`src/vsp_pkg.sv`:
```
// Constants and carrier types of the video status and plane compositor.
// Assumes one pixel clock drives the whole block.
package vsp_pkg;
  // Register indices on the plain register port
  localparam logic [3:0] REG_CTRL0 = 4'h0;
  localparam logic [3:0] REG_CTRL1 = 4'h1;
  localparam logic [3:0] REG_COLR = 4'h7;
  localparam logic [3:0] REG_STATUS = 4'h8;
  localparam logic [7:0] CTRL_RESET = 8'h00;
  localparam logic [7:0] STATUS_RESET = 8'h00;
  // Field positions
  localparam int CTRL0_EXT_BIT = 0;
  localparam int CTRL0_MODE_C_BIT = 1;
  localparam int CTRL1_MAG_BIT = 0;
  localparam int CTRL1_SIZE_BIT = 1;
  localparam int CTRL1_MODE_B_BIT = 3;
  localparam int CTRL1_MODE_A_BIT = 4;
  localparam int CTRL1_IRQ_BIT = 5;
  localparam int CTRL1_SHOW_BIT = 6;
  localparam int ST_FRAME_BIT = 7;
  localparam int ST_EXCESS_BIT = 6;
  localparam int ST_OVERLAP_BIT = 5;
  // Horizontal timing in pixel clocks
  localparam int H_TOTAL = 342;
  localparam int H_ACT_GFX = 256;
  localparam int H_RBORD_GFX = 15;
  localparam int H_ACT_TXT = 240;
  localparam int H_RBORD_TXT = 25;
  localparam int H_RBLANK = 8;
  localparam int H_SYNC = 26;
  localparam int H_LBLANK1 = 2;
  localparam int H_BURST = 14;
  localparam int H_LBLANK2 = 8;
  // Vertical timing in lines
  localparam int V_TOTAL = 262;
  localparam int V_ACT = 192;
  localparam int V_BBORD = 24;
  localparam int V_BBLANK = 3;
  localparam int V_SYNC = 13;
  localparam int V_TBLANK = 27;
  localparam int V_EXCESS_LAST = 192;
  localparam int FRAME_RATE_HZ = 60;
  localparam int SPR_LINE_MAX = 4;
  // Colour codes
  localparam logic [3:0] COL_CLEAR = 4'h0;
  localparam logic [3:0] COL_BLACK = 4'h1;

  typedef enum logic [1:0] {
    VSP_GFX1 = 2'b00,
    VSP_GFX2 = 2'b01,
    VSP_MULTI = 2'b10,
    VSP_TEXT = 2'b11
  } vsp_mode_t;

  typedef struct packed {
    logic [31:0] on_line;
    logic [31:0] hit;
    logic [31:0][3:0] colour;
  } vsp_spr_t;

  typedef struct packed {
    logic bit_set;
    logic [3:0] fg;
    logic [3:0] bg;
  } vsp_pat_t;

  typedef struct packed {
    logic hsync;
    logic vsync;
    logic blank;
    logic burst;
    logic active;
  } vsp_sync_t;
endpackage

```
`src/vsp_video_processor.sv`:
```
// Status word, raster timing and plane compositor of the video processor.
// Assumes sprite and pattern fetchers on the same clock feed per-pixel data.
`timescale 1ns/1ps

////////////////////////////////////////////////////////////////////////////
// Behaviour
// - One 8-bit status word holds frame, overlap, excess flags and index.
// - A status read clears the frame flag even when unsynchronised.
// - Frame flag sets when the last active line has been scanned.
// - Frame flag clears on status read or reset.
// - Interrupt output is low while interrupt allowed and frame flag set.
// - Overlap flag sets when two shown sprites share a pixel.
// - Overlap flag clears on status read or reset.
// - Excess flag sets on five sprites in lines 0-192 while frame clear.
// - Excess flag clears on status read or reset.
// - Fifth sprite index loads into low five bits as the flag sets.
// - The excess flag never raises the interrupt.
// - Non-interlaced raster of 262 lines, about 60 frames a second.
// - Graphic lines: 256,15,8,26,2,14,8,13 clocks, 342 total.
// - Text lines: 240 active, 25 right, 19 left border, same blanking.
// - Frame: 192 active, 24 border, 3 blank, 13 sync, rest top.
// - Priority sprite 0..31, pattern, backdrop, external video.
// - Only four sprites per line shown; later ones transparent.
// - No sprites in text mode; size 8, 16 or 32 pixels.
// - Backdrop from colour register; transparent shows black unless external.
// - Cell grids 32x24 of 8x8, text 40x24 of 6x8, multi 64x48 of 4x4.
// - Graphics I 256 definitions, Graphics II 768 with per-line colours.
// - Three mode bits pick Graphics I, II, multicolour or text.
// - Colour register low nibble backdrop, high nibble text foreground.
// - External-video bit enables the external video input.
module vsp_video_processor (
  input wire logic ref_clk_in,
  input wire logic resetn_in,
  input wire logic [3:0] addr_in,
  input wire logic [7:0] wdata_in,
  input wire logic wr_in,
  input wire logic rd_in,
  output logic [7:0] rdata_out,
  output logic irq_n_out,
  input wire vsp_pkg::vsp_spr_t spr_in,
  input wire vsp_pkg::vsp_pat_t pat_in,
  input wire logic [3:0] ext_colour_in,
  output vsp_pkg::vsp_sync_t sync_out,
  output logic [8:0] hpos_out,
  output logic [8:0] vpos_out,
  output vsp_pkg::vsp_mode_t mode_out,
  output logic [5:0] cell_col_out,
  output logic [5:0] cell_row_out,
  output logic [9:0] cell_pos_out,
  output logic [1:0] def_bank_out,
  output logic [1:0] spr_size_out,
  output logic [3:0] pixel_out
);

  ////////////////////////////////////////////////////////////////////////
  // Functions

  function automatic vsp_pkg::vsp_mode_t mode_of(input logic [2:0] abc);
    case (abc)
      3'b000: mode_of = vsp_pkg::VSP_GFX1;
      3'b001: mode_of = vsp_pkg::VSP_GFX2;
      3'b010: mode_of = vsp_pkg::VSP_MULTI;
      3'b100: mode_of = vsp_pkg::VSP_TEXT;
      default: mode_of = vsp_pkg::VSP_GFX1;
    endcase
  endfunction

  // First four listed sprites pass; also flags a fifth and its index
  function automatic logic [37:0] line_pick(input logic [31:0] on);
    logic [31:0] keep;
    logic [2:0] seen;
    logic fifth;
    logic [4:0] idx;
    keep = 32'h0000_0000;
    seen = 3'h0;
    fifth = 1'b0;
    idx = 5'h00;
    for (int i = 0; i < 32; i++) begin
      if (on[i]) begin
        if (seen < 3'(vsp_pkg::SPR_LINE_MAX)) begin
          keep[i] = 1'b1;
          seen = seen + 3'h1;
        end else if (!fifth) begin
          fifth = 1'b1;
          idx = 5'(i);
        end
      end
    end
    line_pick = {fifth, idx, keep};
  endfunction

  ////////////////////////////////////////////////////////////////////////
  // Registers

  logic [7:0] ctrl0;
  logic [7:0] ctrl1;
  logic [7:0] colr;
  logic frame_flag;
  logic overlap_flag;
  logic excess_flag;
  logic [4:0] fifth_idx;
  logic [8:0] hcnt;
  logic [8:0] vcnt;
  logic [31:0] line_keep;
  logic [3:0] ext_meta;
  logic [3:0] ext_sync;

  wire rd_status = rd_in && (addr_in == vsp_pkg::REG_STATUS);
  wire [7:0] status_word = {frame_flag, excess_flag, overlap_flag,
                            fifth_idx};
  wire irq_allow_bit = ctrl1[vsp_pkg::CTRL1_IRQ_BIT];
  wire ext_enable = ctrl0[vsp_pkg::CTRL0_EXT_BIT];
  wire [2:0] mode_bits = {ctrl1[vsp_pkg::CTRL1_MODE_A_BIT],
                          ctrl1[vsp_pkg::CTRL1_MODE_B_BIT],
                          ctrl0[vsp_pkg::CTRL0_MODE_C_BIT]};
  wire vsp_pkg::vsp_mode_t mode = mode_of(mode_bits);
  wire text_mode = (mode == vsp_pkg::VSP_TEXT);

  always_ff @(posedge ref_clk_in or negedge resetn_in) begin
    if (!resetn_in) begin
      ctrl0 <= vsp_pkg::CTRL_RESET;
      ctrl1 <= vsp_pkg::CTRL_RESET;
      colr <= vsp_pkg::CTRL_RESET;
    end else if (wr_in) begin
      if (addr_in == vsp_pkg::REG_CTRL0) ctrl0 <= wdata_in;
      if (addr_in == vsp_pkg::REG_CTRL1) ctrl1 <= wdata_in;
      if (addr_in == vsp_pkg::REG_COLR) colr <= wdata_in;
    end
  end

  // Read data stand in the cycle after the strobe only
  wire [7:0] rd_mux =
    !rd_in ? 8'h00 :
    (addr_in == vsp_pkg::REG_STATUS) ? status_word :
    (addr_in == vsp_pkg::REG_CTRL0) ? ctrl0 :
    (addr_in == vsp_pkg::REG_CTRL1) ? ctrl1 :
    (addr_in == vsp_pkg::REG_COLR) ? colr : 8'h00;

  always_ff @(posedge ref_clk_in or negedge resetn_in) begin
    if (!resetn_in) rdata_out <= 8'h00;
    else rdata_out <= rd_mux;
  end

  ////////////////////////////////////////////////////////////////////////
  // Raster counters

  localparam logic [8:0] H_LAST = 9'(vsp_pkg::H_TOTAL - 1);
  localparam logic [8:0] V_LAST = 9'(vsp_pkg::V_TOTAL - 1);
  localparam logic [8:0] V_ACT_LAST = 9'(vsp_pkg::V_ACT - 1);
  wire line_end = (hcnt == H_LAST);

  always_ff @(posedge ref_clk_in or negedge resetn_in) begin
    if (!resetn_in) begin
      hcnt <= 9'h000;
      vcnt <= 9'h000;
    end else begin
      hcnt <= line_end ? 9'h000 : hcnt + 9'h001;
      if (line_end) vcnt <= (vcnt == V_LAST) ? 9'h000 : vcnt + 9'h001;
    end
  end

  // Horizontal edges; text mode only moves the active and border widths
  wire [8:0] h_act = text_mode ? 9'(vsp_pkg::H_ACT_TXT)
                               : 9'(vsp_pkg::H_ACT_GFX);
  wire [8:0] h_rb = text_mode ? 9'(vsp_pkg::H_RBORD_TXT)
                              : 9'(vsp_pkg::H_RBORD_GFX);
  wire [8:0] h_bl0 = h_act + h_rb;
  wire [8:0] h_sy0 = h_bl0 + 9'(vsp_pkg::H_RBLANK);
  wire [8:0] h_sy1 = h_sy0 + 9'(vsp_pkg::H_SYNC);
  wire [8:0] h_bu0 = h_sy1 + 9'(vsp_pkg::H_LBLANK1);
  wire [8:0] h_bu1 = h_bu0 + 9'(vsp_pkg::H_BURST);
  wire [8:0] h_lb0 = h_bu1 + 9'(vsp_pkg::H_LBLANK2);
  localparam logic [8:0] V_BL0 = 9'(vsp_pkg::V_ACT + vsp_pkg::V_BBORD);
  localparam logic [8:0] V_SY0 = V_BL0 + 9'(vsp_pkg::V_BBLANK);
  localparam logic [8:0] V_SY1 = V_SY0 + 9'(vsp_pkg::V_SYNC);
  localparam logic [8:0] V_TB1 = V_SY1 + 9'(vsp_pkg::V_TBLANK);

  wire h_active = (hcnt < h_act);
  wire h_blank = (hcnt >= h_bl0) && (hcnt < h_lb0);
  wire v_active = (vcnt < 9'(vsp_pkg::V_ACT));
  wire v_blank = (vcnt >= V_BL0) && (vcnt < V_TB1);
  wire pix_active = h_active && v_active &&
                    ctrl1[vsp_pkg::CTRL1_SHOW_BIT];

  always_ff @(posedge ref_clk_in or negedge resetn_in) begin
    if (!resetn_in) sync_out <= '0;
    else begin
      sync_out.hsync <= (hcnt >= h_sy0) && (hcnt < h_sy1);
      sync_out.vsync <= (vcnt >= V_SY0) && (vcnt < V_SY1);
      sync_out.blank <= h_blank || v_blank;
      sync_out.burst <= (hcnt >= h_bu0) && (hcnt < h_bu1);
      sync_out.active <= pix_active;
    end
  end

  ////////////////////////////////////////////////////////////////////////
  // Pattern plane addressing

  wire [8:0] col_txt = 9'(hcnt / 9'd6);
  wire [5:0] cols = text_mode ? 6'd40 : 6'd32;
  always_comb begin
    case (mode)
      vsp_pkg::VSP_TEXT: begin
        cell_col_out = col_txt[5:0];
        cell_row_out = {1'b0, vcnt[7:3]};
      end
      vsp_pkg::VSP_MULTI: begin
        cell_col_out = hcnt[7:2];
        cell_row_out = vcnt[7:2];
      end
      default: begin
        cell_col_out = {1'b0, hcnt[7:3]};
        cell_row_out = {1'b0, vcnt[7:3]};
      end
    endcase
  end
  wire [11:0] pos_full = 12'(cell_row_out[4:0] * cols) + 12'(cell_col_out);
  assign cell_pos_out = pos_full[9:0];
  // Graphics II splits the screen in thirds of 256 definitions each
  assign def_bank_out = (mode == vsp_pkg::VSP_GFX2) ? vcnt[7:6]
                                                    : 2'b00;
  assign spr_size_out = {ctrl1[vsp_pkg::CTRL1_SIZE_BIT],
                         ctrl1[vsp_pkg::CTRL1_MAG_BIT]};
  assign hpos_out = hcnt;
  assign vpos_out = vcnt;
  assign mode_out = mode;

  ////////////////////////////////////////////////////////////////////////
  // Sprite selection and status flags

  wire [37:0] pick = line_pick(spr_in.on_line);
  wire pick_fifth = pick[37];
  wire line_start = (hcnt == 9'h000);
  wire excess_line = line_start && pick_fifth &&
                     (vcnt <= 9'(vsp_pkg::V_EXCESS_LAST));
  wire excess_set = excess_line && !frame_flag && !text_mode;
  wire frame_set = line_end && (vcnt == V_ACT_LAST);
  wire [31:0] shown = spr_in.hit & line_keep;
  wire overlap_set = ((shown & (shown - 32'h1)) != 32'h0) &&
                     !text_mode;

  always_ff @(posedge ref_clk_in or negedge resetn_in) begin
    if (!resetn_in) line_keep <= 32'h0000_0000;
    else if (line_start) line_keep <= pick[31:0];
  end

  // Hardware set wins over the read clear in the same cycle
  always_ff @(posedge ref_clk_in or negedge resetn_in) begin
    if (!resetn_in) begin
      frame_flag <= 1'b0;
      overlap_flag <= 1'b0;
      excess_flag <= 1'b0;
      fifth_idx <= 5'h00;
    end else begin
      frame_flag <= frame_set || (frame_flag && !rd_status);
      overlap_flag <= overlap_set ||
                      (overlap_flag && !rd_status);
      excess_flag <= excess_set ||
                     (excess_flag && !rd_status);
      if (excess_set && !(excess_flag && !rd_status))
        fifth_idx <= pick[36:32];
    end
  end

  // Only the frame flag reaches the pin; reading mid-frame can lose it
  assign irq_n_out = !(irq_allow_bit && frame_flag);

  ////////////////////////////////////////////////////////////////////////
  // Compositor

  always_ff @(posedge ref_clk_in or negedge resetn_in) begin
    if (!resetn_in) begin
      ext_meta <= 4'h0;
      ext_sync <= 4'h0;
    end else begin
      ext_meta <= ext_colour_in;
      ext_sync <= ext_meta;
    end
  end

  logic [3:0] spr_colour;
  logic spr_found;
  always_comb begin
    spr_colour = vsp_pkg::COL_CLEAR;
    spr_found = 1'b0;
    for (int i = 31; i >= 0; i--) begin
      if (shown[i] && spr_in.colour[i] != vsp_pkg::COL_CLEAR) begin
        spr_found = !text_mode;
        spr_colour = spr_in.colour[i];
      end
    end
  end

  wire [3:0] backdrop = colr[3:0];
  wire [3:0] txt_fg = colr[7:4];
  wire [3:0] pat_colour = text_mode ? (pat_in.bit_set ? txt_fg : backdrop) :
                          (pat_in.bit_set ? pat_in.fg : pat_in.bg);
  wire [3:0] back_colour =
    (backdrop != vsp_pkg::COL_CLEAR) ? backdrop :
    ext_enable ? ext_sync : vsp_pkg::COL_BLACK;
  wire [3:0] next_pixel =
    !pix_active ? back_colour :
    spr_found ? spr_colour :
    (pat_colour != vsp_pkg::COL_CLEAR) ? pat_colour : back_colour;

  always_ff @(posedge ref_clk_in or negedge resetn_in) begin
    if (!resetn_in) pixel_out <= vsp_pkg::COL_BLACK;
    else pixel_out <= next_pixel;
  end
endmodule // vsp_video_processor

```
`config.mk`:
```
export PLATFORM = sky130hd
export DESIGN_NAME = vsp_video_processor
export DESIGN_NICKNAME = d
export VERILOG_FILES = /design/src/vsp_pkg.sv /design/src/vsp_video_processor.sv
export SDC_FILE = /design/constraint.sdc
export NUM_CORES = 1
export LEC_CHECK = 0
export BUFFER_PORTS_ARGS = -buffer_cell sky130_fd_sc_hd__buf_2
export CORE_ASPECT_RATIO = 1.2
export CORE_MARGIN = 2
export CORE_UTILIZATION = 35
export CTS_CLUSTER_DIAMETER = 50
export DETAILED_ROUTE_END_ITERATION = 8
export GPL_TIMING_DRIVEN = 0
export PLACE_DENSITY_LB_ADDON = 0.15
export SYNTH_ARGS = -nofsm -noshare
export SYNTH_HDL_FRONTEND = slang
export SYNTH_SLANG_ARGS = --single-unit
```
`constraint.sdc`:
```
create_clock -name ref_clk_in -period 4.1 [get_ports ref_clk_in]
set_clock_uncertainty 0.2 [all_clocks]
set_input_delay 0.205 -clock ref_clk_in [delete_from_list [all_inputs] [get_ports ref_clk_in]]
set_output_delay 0.205 -clock ref_clk_in [all_outputs]
set_load 0.005 [all_outputs]
```
Word level (Yosys, flattened, before mapping) --
Index checks and enable logic that the tools add are counted.
Cells by class: div/mod/pow operators 1, muxes and demuxes 364, bitwise gates (word level) 2, equality and inequality tests 12, reductions and logical operators 100, add/subtract/negate cells 40, magnitude comparators 44, multiply operators 1
Operators by type and width (count):
- 5-bit two-way mux | 91
- 3-bit two-way mux | 60
- 4-bit two-way mux | 41
- 1-bit two-way mux | 160
- 4-bit nonzero test | 34
- 3-bit < comparator (second input constant) | 31
- 3-bit by 1-bit adder with 3-bit output (second input constant) | 30
- 32-bit AND | 2
- 1-bit logical AND | 51
- 8-bit two-way mux | 5
- 9-bit < comparator | 4
- 32-bit nonzero test | 1
- 32-bit by 1-bit subtractor with 32-bit output (second input constant) | 1
- 9-bit by 4-bit adder with 9-bit output (second input constant) | 3
- 9-bit greater-or-equal comparator | 3
- 9-bit two-way mux | 3
- 9-bit by 1-bit adder with 9-bit output (second input constant) | 2
- 9-bit equality test (second input constant) | 2
- 9-bit by 8-bit greater-or-equal comparator with 1-bit output (second input constant) | 2
- 9-bit by 8-bit < comparator with 1-bit output (second input constant) | 2
- 6-bit case mux with 2 select lines | 1
- 10-bit by 6-bit adder with 10-bit output | 1
- 5-bit by 6-bit multiplier with 10-bit output | 1
- 9-bit by 2-bit adder with 9-bit output (second input constant) | 1
- 22 further kinds | 32
Storage, ports and cells: register bits after elaboration 107, output and inout port bits 64

Longest topological paths before layout --
depth in word-level cells 99, mapped depth 105

Least setup slack after synthesis --
Ideal clock, no wire load.
kind input port to flip-flop, start input spr_in[160] in the netlist's numbering, end register fifth_idx[0], library setup time 0.138 ns, path slack -16.454 ns, data arrival time 20.217 ns, stages on the path 103, required time 3.762 ns, path buffers 5, cells stage by stage inv_1 ha_1 clkbuf_1 or3b_2 o221ai_1 a22o_1 ha_1 nand3_1 o31ai_1 ha_1 inv_1 nor2_1 a21oi_1 inv_1 ha_1 nor2_1 a21oi_1 ha_1 (+67 left out) nand2_1 o21ai_0 o32ai_2 a31oi_1 buf_2 o211ai_1 a211oi_1 a211o_1 nor4_2 inv_1 ha_1 nand2_1 nand3_1 a21oi_1 or3_1 a2111oi_0 o21bai_1 o31ai_1
On the way: cells in the longest elaborated chain, start to end 99
Ends and longest elaborated chain:
- from (decl) | RTL line vsp_video_processor.sv:40 | input wire vsp_pkg::vsp_spr_t spr_in,
- 1-bit two-way mux (*) | RTL line vsp_video_processor.sv:79 | if (on[i]) begin
- 3-bit by 1-bit adder with 3-bit output or 3-bit < comparator (tied branches) | RTL line vsp_video_processor.sv:82, vsp_video_processor.sv:80
- 3-bit two-way mux | RTL line vsp_video_processor.sv:80 | if (seen < 3'(vsp_pkg::SPR_LINE_MAX)) begin
- 3-bit two-way mux | RTL line vsp_video_processor.sv:79
- 3-bit by 1-bit adder with 3-bit output or 3-bit < comparator (tied branches) | RTL line vsp_video_processor.sv:82, vsp_video_processor.sv:80
- 3-bit two-way mux | RTL line vsp_video_processor.sv:80
- 3-bit two-way mux | RTL line vsp_video_processor.sv:79
- 3-bit by 1-bit adder with 3-bit output or 3-bit < comparator (tied branches) | RTL line vsp_video_processor.sv:82, vsp_video_processor.sv:80
- (+81 left out)
- 3-bit two-way mux | RTL line vsp_video_processor.sv:80
- 3-bit two-way mux | RTL line vsp_video_processor.sv:79
- 3-bit < comparator | RTL line vsp_video_processor.sv:80
- 1-bit two-way mux | RTL line vsp_video_processor.sv:80
- 1-bit two-way mux | RTL line vsp_video_processor.sv:79
- 1-bit logical AND (2 in a row) | RTL line vsp_video_processor.sv:234 | wire excess_line = line_start && pick_fifth &&
- 1-bit logical AND (2 in a row) | RTL line vsp_video_processor.sv:236 | wire excess_set = excess_line && !frame_flag && !text_mode;
- 1-bit logical AND | RTL line vsp_video_processor.sv:260 | if (excess_set && !(excess_flag && !rd_status))
- to (signal assigned) | RTL line vsp_video_processor.sv:261 | fifth_idx <= pick[36:32];
- to (decl) | RTL line vsp_video_processor.sv:101 | logic [4:0] fifth_idx;
Mark *: on every way between the ends. The rest lies on a longest branch, timed or not. A chain may end at the register's enable or synchronous reset.

Final worst setup path --
start input spr_in[161] in the netlist's numbering, end register fifth_idx[0]
On the way: cells in the longest elaborated chain, start to end 96
Ends and longest elaborated chain (RTL line):
- 3-bit two-way mux | vsp_video_processor.sv:79
- 3-bit by 1-bit adder with 3-bit output or 3-bit < comparator (tied branches) | vsp_video_processor.sv:82, vsp_video_processor.sv:80
- 3-bit two-way mux | vsp_video_processor.sv:80
- 3-bit two-way mux | vsp_video_processor.sv:79
- 3-bit by 1-bit adder with 3-bit output or 3-bit < comparator (tied branches) | vsp_video_processor.sv:82, vsp_video_processor.sv:80
- 3-bit two-way mux | vsp_video_processor.sv:80
- 3-bit two-way mux | vsp_video_processor.sv:79
- 3-bit by 1-bit adder with 3-bit output or 3-bit < comparator (tied branches) | vsp_video_processor.sv:82, vsp_video_processor.sv:80
- (+78 left out)
- 3-bit two-way mux | vsp_video_processor.sv:80
- 3-bit two-way mux | vsp_video_processor.sv:79
- 3-bit < comparator | vsp_video_processor.sv:80
- 1-bit two-way mux | vsp_video_processor.sv:80
- 1-bit two-way mux | vsp_video_processor.sv:79
- 1-bit logical AND (2 in a row) | vsp_video_processor.sv:234
- 1-bit logical AND (2 in a row) | vsp_video_processor.sv:236
- 1-bit logical AND | vsp_video_processor.sv:260
Several ways; a longest one is shown, not always the timed one.

==> results.md <==
- Final Setup Violations: 29
- Vias: approximately 15000
- CTS tree: built
- Worst Path Required: a little over 4 ns
- Vias/cell: between 5 and 6
- Final slew viol count: 0
- First-pass GRT wire length: 76200 um
- Hold Path Class: primary input to flip-flop
- # clock sinks: around 110
- Core Util, Final: between 50% and 60%
- Pleak: between 0.007 and 0.008 uW
- Worst-margin pin slew: ~1.5 ns
- Maxcap violations: 0
- Slew margin rel.: less than 1%
- Clk buf depth: 2
- Non-Filler Instances: around 2500
- H-tree level count: 3
- RSZ-0062 raised after global routing: true
- DRT Wirelength: 52500 um
- Final Hold Vio Count: 2
- I/O pins: between 200 and 300
- Failing checks: hold timing, setup timing
- Multi-input logic area: between 10000 and 15000 um^2
- Synth Cell Area: 11700 um^2
- ANT nets after route: 0
- Vias in the first global route: 14000
- Area Overhead vs Synth: 51.1%
- RD Place Congestion: about 0.96
- Power per cell area: 1110 nW/um^2
- Critical Path Sink Type: flip-flop
- Slowest stage delay, CP: roughly 0.48 ns
- Core area: between 30000 and 40000 um^2
- # nets final: approximately 2300
- Status: finished, violations left
- Die area: about 35000 um^2
- Initial DRC Count: 1141
- Fmax: roughly 53 MHz
- CP Class: primary input to flip-flop
- Syn Inst Count: around 1500
- Wirelength per Cell: 20.8 um
- Layout cells sized above 1: around two fifths
- Post-Syn Area per Cell: around 7.6 um^2
- Commonest cells after routing, fill and taps aside: buf_2 (273), buf_4 (217), nand2_1 (189), dfrtp_1 (99), o21ai_0 (95)
- Peak VDD IR: 1.92 mV
- Router iterations before antenna repair: 6
- Synthesized netlist net count: approximately 1800
- Die height: a little over 200 um
- FF+latch count, synth: 107
- Initial Utilization: between 30% and 40%
- Clock transition at the registers of the reported paths: 0.08 ns
- Largest fanout on the critical path: 5
- FF+latch area: 2690 um^2
- Main flop type after synthesis: dfrtp_1
- EDFF count, synth: 0
- Post-synthesis sequential area ratio: 22.9%
- Critical Path Start: spr_in[161]
- Total clock buffers created by CTS: 9
- Min cycle time layout: 19.04 ns
- Worst hold margin: -0.0294 ns
- Post-route setup slack: -14.94 ns
- Largest net degree at the start of global routing: 68
- Critical hold path startpoint: spr_in[186]
- Row count: 73
- Total congestion overflow: 0
- Worst reg2reg path startpoint: hpos_out[6]
- Startpoint types: primary input
- Drc violations: 0
- Insertion delay to the later sink of the worst-skew pair: approximately 0.37 ns
- Share of synthesized registers carrying an async set or reset: between 90% and 100%
- Most used cell, CP: buf_4
- Die W: ~170 um
- WP data arrival: about 19 ns
- DP HPWL: between 30000 and 40000 um
- IO buf count: 271
- Synth cell types: 85
- Tcrit/Tclk final: 464%
- GRT Total Usage: between 20 and 30%
- DP Cell Count: roughly 2300
- Hold_buf cts: 15
- Leading cell type in the layout, fill and taps excluded: buf_2
- CP max-delay cell: or4_4
- Clk root buf: clkbuf_16
- Antenna violations before repair: 9
- Filler cells: around 3100
- Yosys warnings: 0
final timing paths:
path	endpoint	slack (ns)	cells after the start
min in group asynchronous	pixel_out[2]	0.29	2
max in group asynchronous	hpos_out[8]	2.63	3
worst max register to register	fifth_idx[2]	0.18	10
worst max-delay path	fifth_idx[0]	-14.94	113
worst min register to register	ext_sync[0]	0.16	0
worst min-delay path	line_keep[26]	-0.03	3
where the power goes:
part	leakage [uW]	total [uW]	switching (uW)	internal, uW
sequential	0.00136	1390	149	1240
combinational	0.00641	17300	8540	8730
clock	0.000150	939	441	498
synth_stat cells (all sizes together) (14+ instances only):
cell	count	area [um^2]
nand2	213	800
o21ai	125	626
dfrtp	106	2650
nor2	104	398
a21oi	88	444
nand3	70	355
ha	67	838
clkbuf	65	244
inv	55	206
mux2	45	507
and2	42	263
nor3	34	170
xnor2	32	288
nand2b	27	169
nor4	27	196
o41ai	25	226
and3	23	144
nand4	20	125
mux2i	19	190
o211ai	19	148
a31oi	18	113
nor2b	18	113
a211oi	17	128
a21o	17	128
a22o	17	149
a22oi	17	128
buf	14	77.6
o31ai	14	105
cell families after synthesis:
| group | synth area share, % |
|---|---|
| flops | 22.9 |
| xor+xnor | 3.49 |
| buf+inv | 4.52 |
| compound gates | 27.8 |
| mux | 6.73 |
| fa+ha+maj | 7.94 |
| simple gates | 26.6 |
through the flow:
stage                     power [uW]  area [um^2]  worst slack, ns  TNS [ns]
after floorplan                 9470        12300           -14.46   -258.59
after global placement         11700        14200           -18.36   -337.17
after detailed placement       11800        14200           -18.37   -337.91
after CTS                      17100        16900           -14.32   -250.31
after global routing           20800        17700           -15.46   -273.17
final                          19600        17700           -14.94   -261.57
flip-flops by register name, summed over array words and instances, names as in the netlist:
register	cells
ext_meta	4
rdata_out	8
overlap_flag	1
ext_sync	4
frame_flag	1
fifth_idx	5
pixel_out	4
colr	8
vpos_out	9
line_keep	32
sync_out	5
ctrl1	8
hpos_out	9
ctrl0	8
excess_flag	1
worst max-delay path, delay by kind of cell:
kind,cells,cell delay (ns)
buf+inv,33,4.06
mux,6,1.74
xor+xnor,2,0.31
simple gates,28,4.10
compound gates,27,4.95
fa+ha+maj,17,3.70
per-layer routing:
| metal | up-vias | share of wire [%] | track usage [%] |
|---|---|---|---|
| met1 | 7029 | 39 | 33.5 |
| met2 | 652 | 49 | 49.0 |
| met5 | - | 0.023 | 0 |
| met3 | 161 | 5.9 | 3.74 |
| li1 | 6843 | - | - |
| met4 | 2 | 5.4 | 15.2 |
cell type report:
type / count / share of cell area [%]
tap: 450 / 3.19
timing repair buffer: 518 / 19.1
clock buffer: 10 / 1.35
inverter: 55 / 1.32
antenna: 9 / 0.127
sequential: 107 / 15.2
buffer: 74 / 2.47
clock inverter: 6 / 0.411
multi-input combinational: 1290 / 56.8
what timing repair did:
action                                 CTS  global route
buffers inserted                       191            53
endpoints found under the hold margin   98             2
gates resized for setup                182            97
gates cloned                             1             0
pin swaps                               91            63
setup endpoints to repair               39            34
No activity file was read; power rests on OpenSTA's default activity.
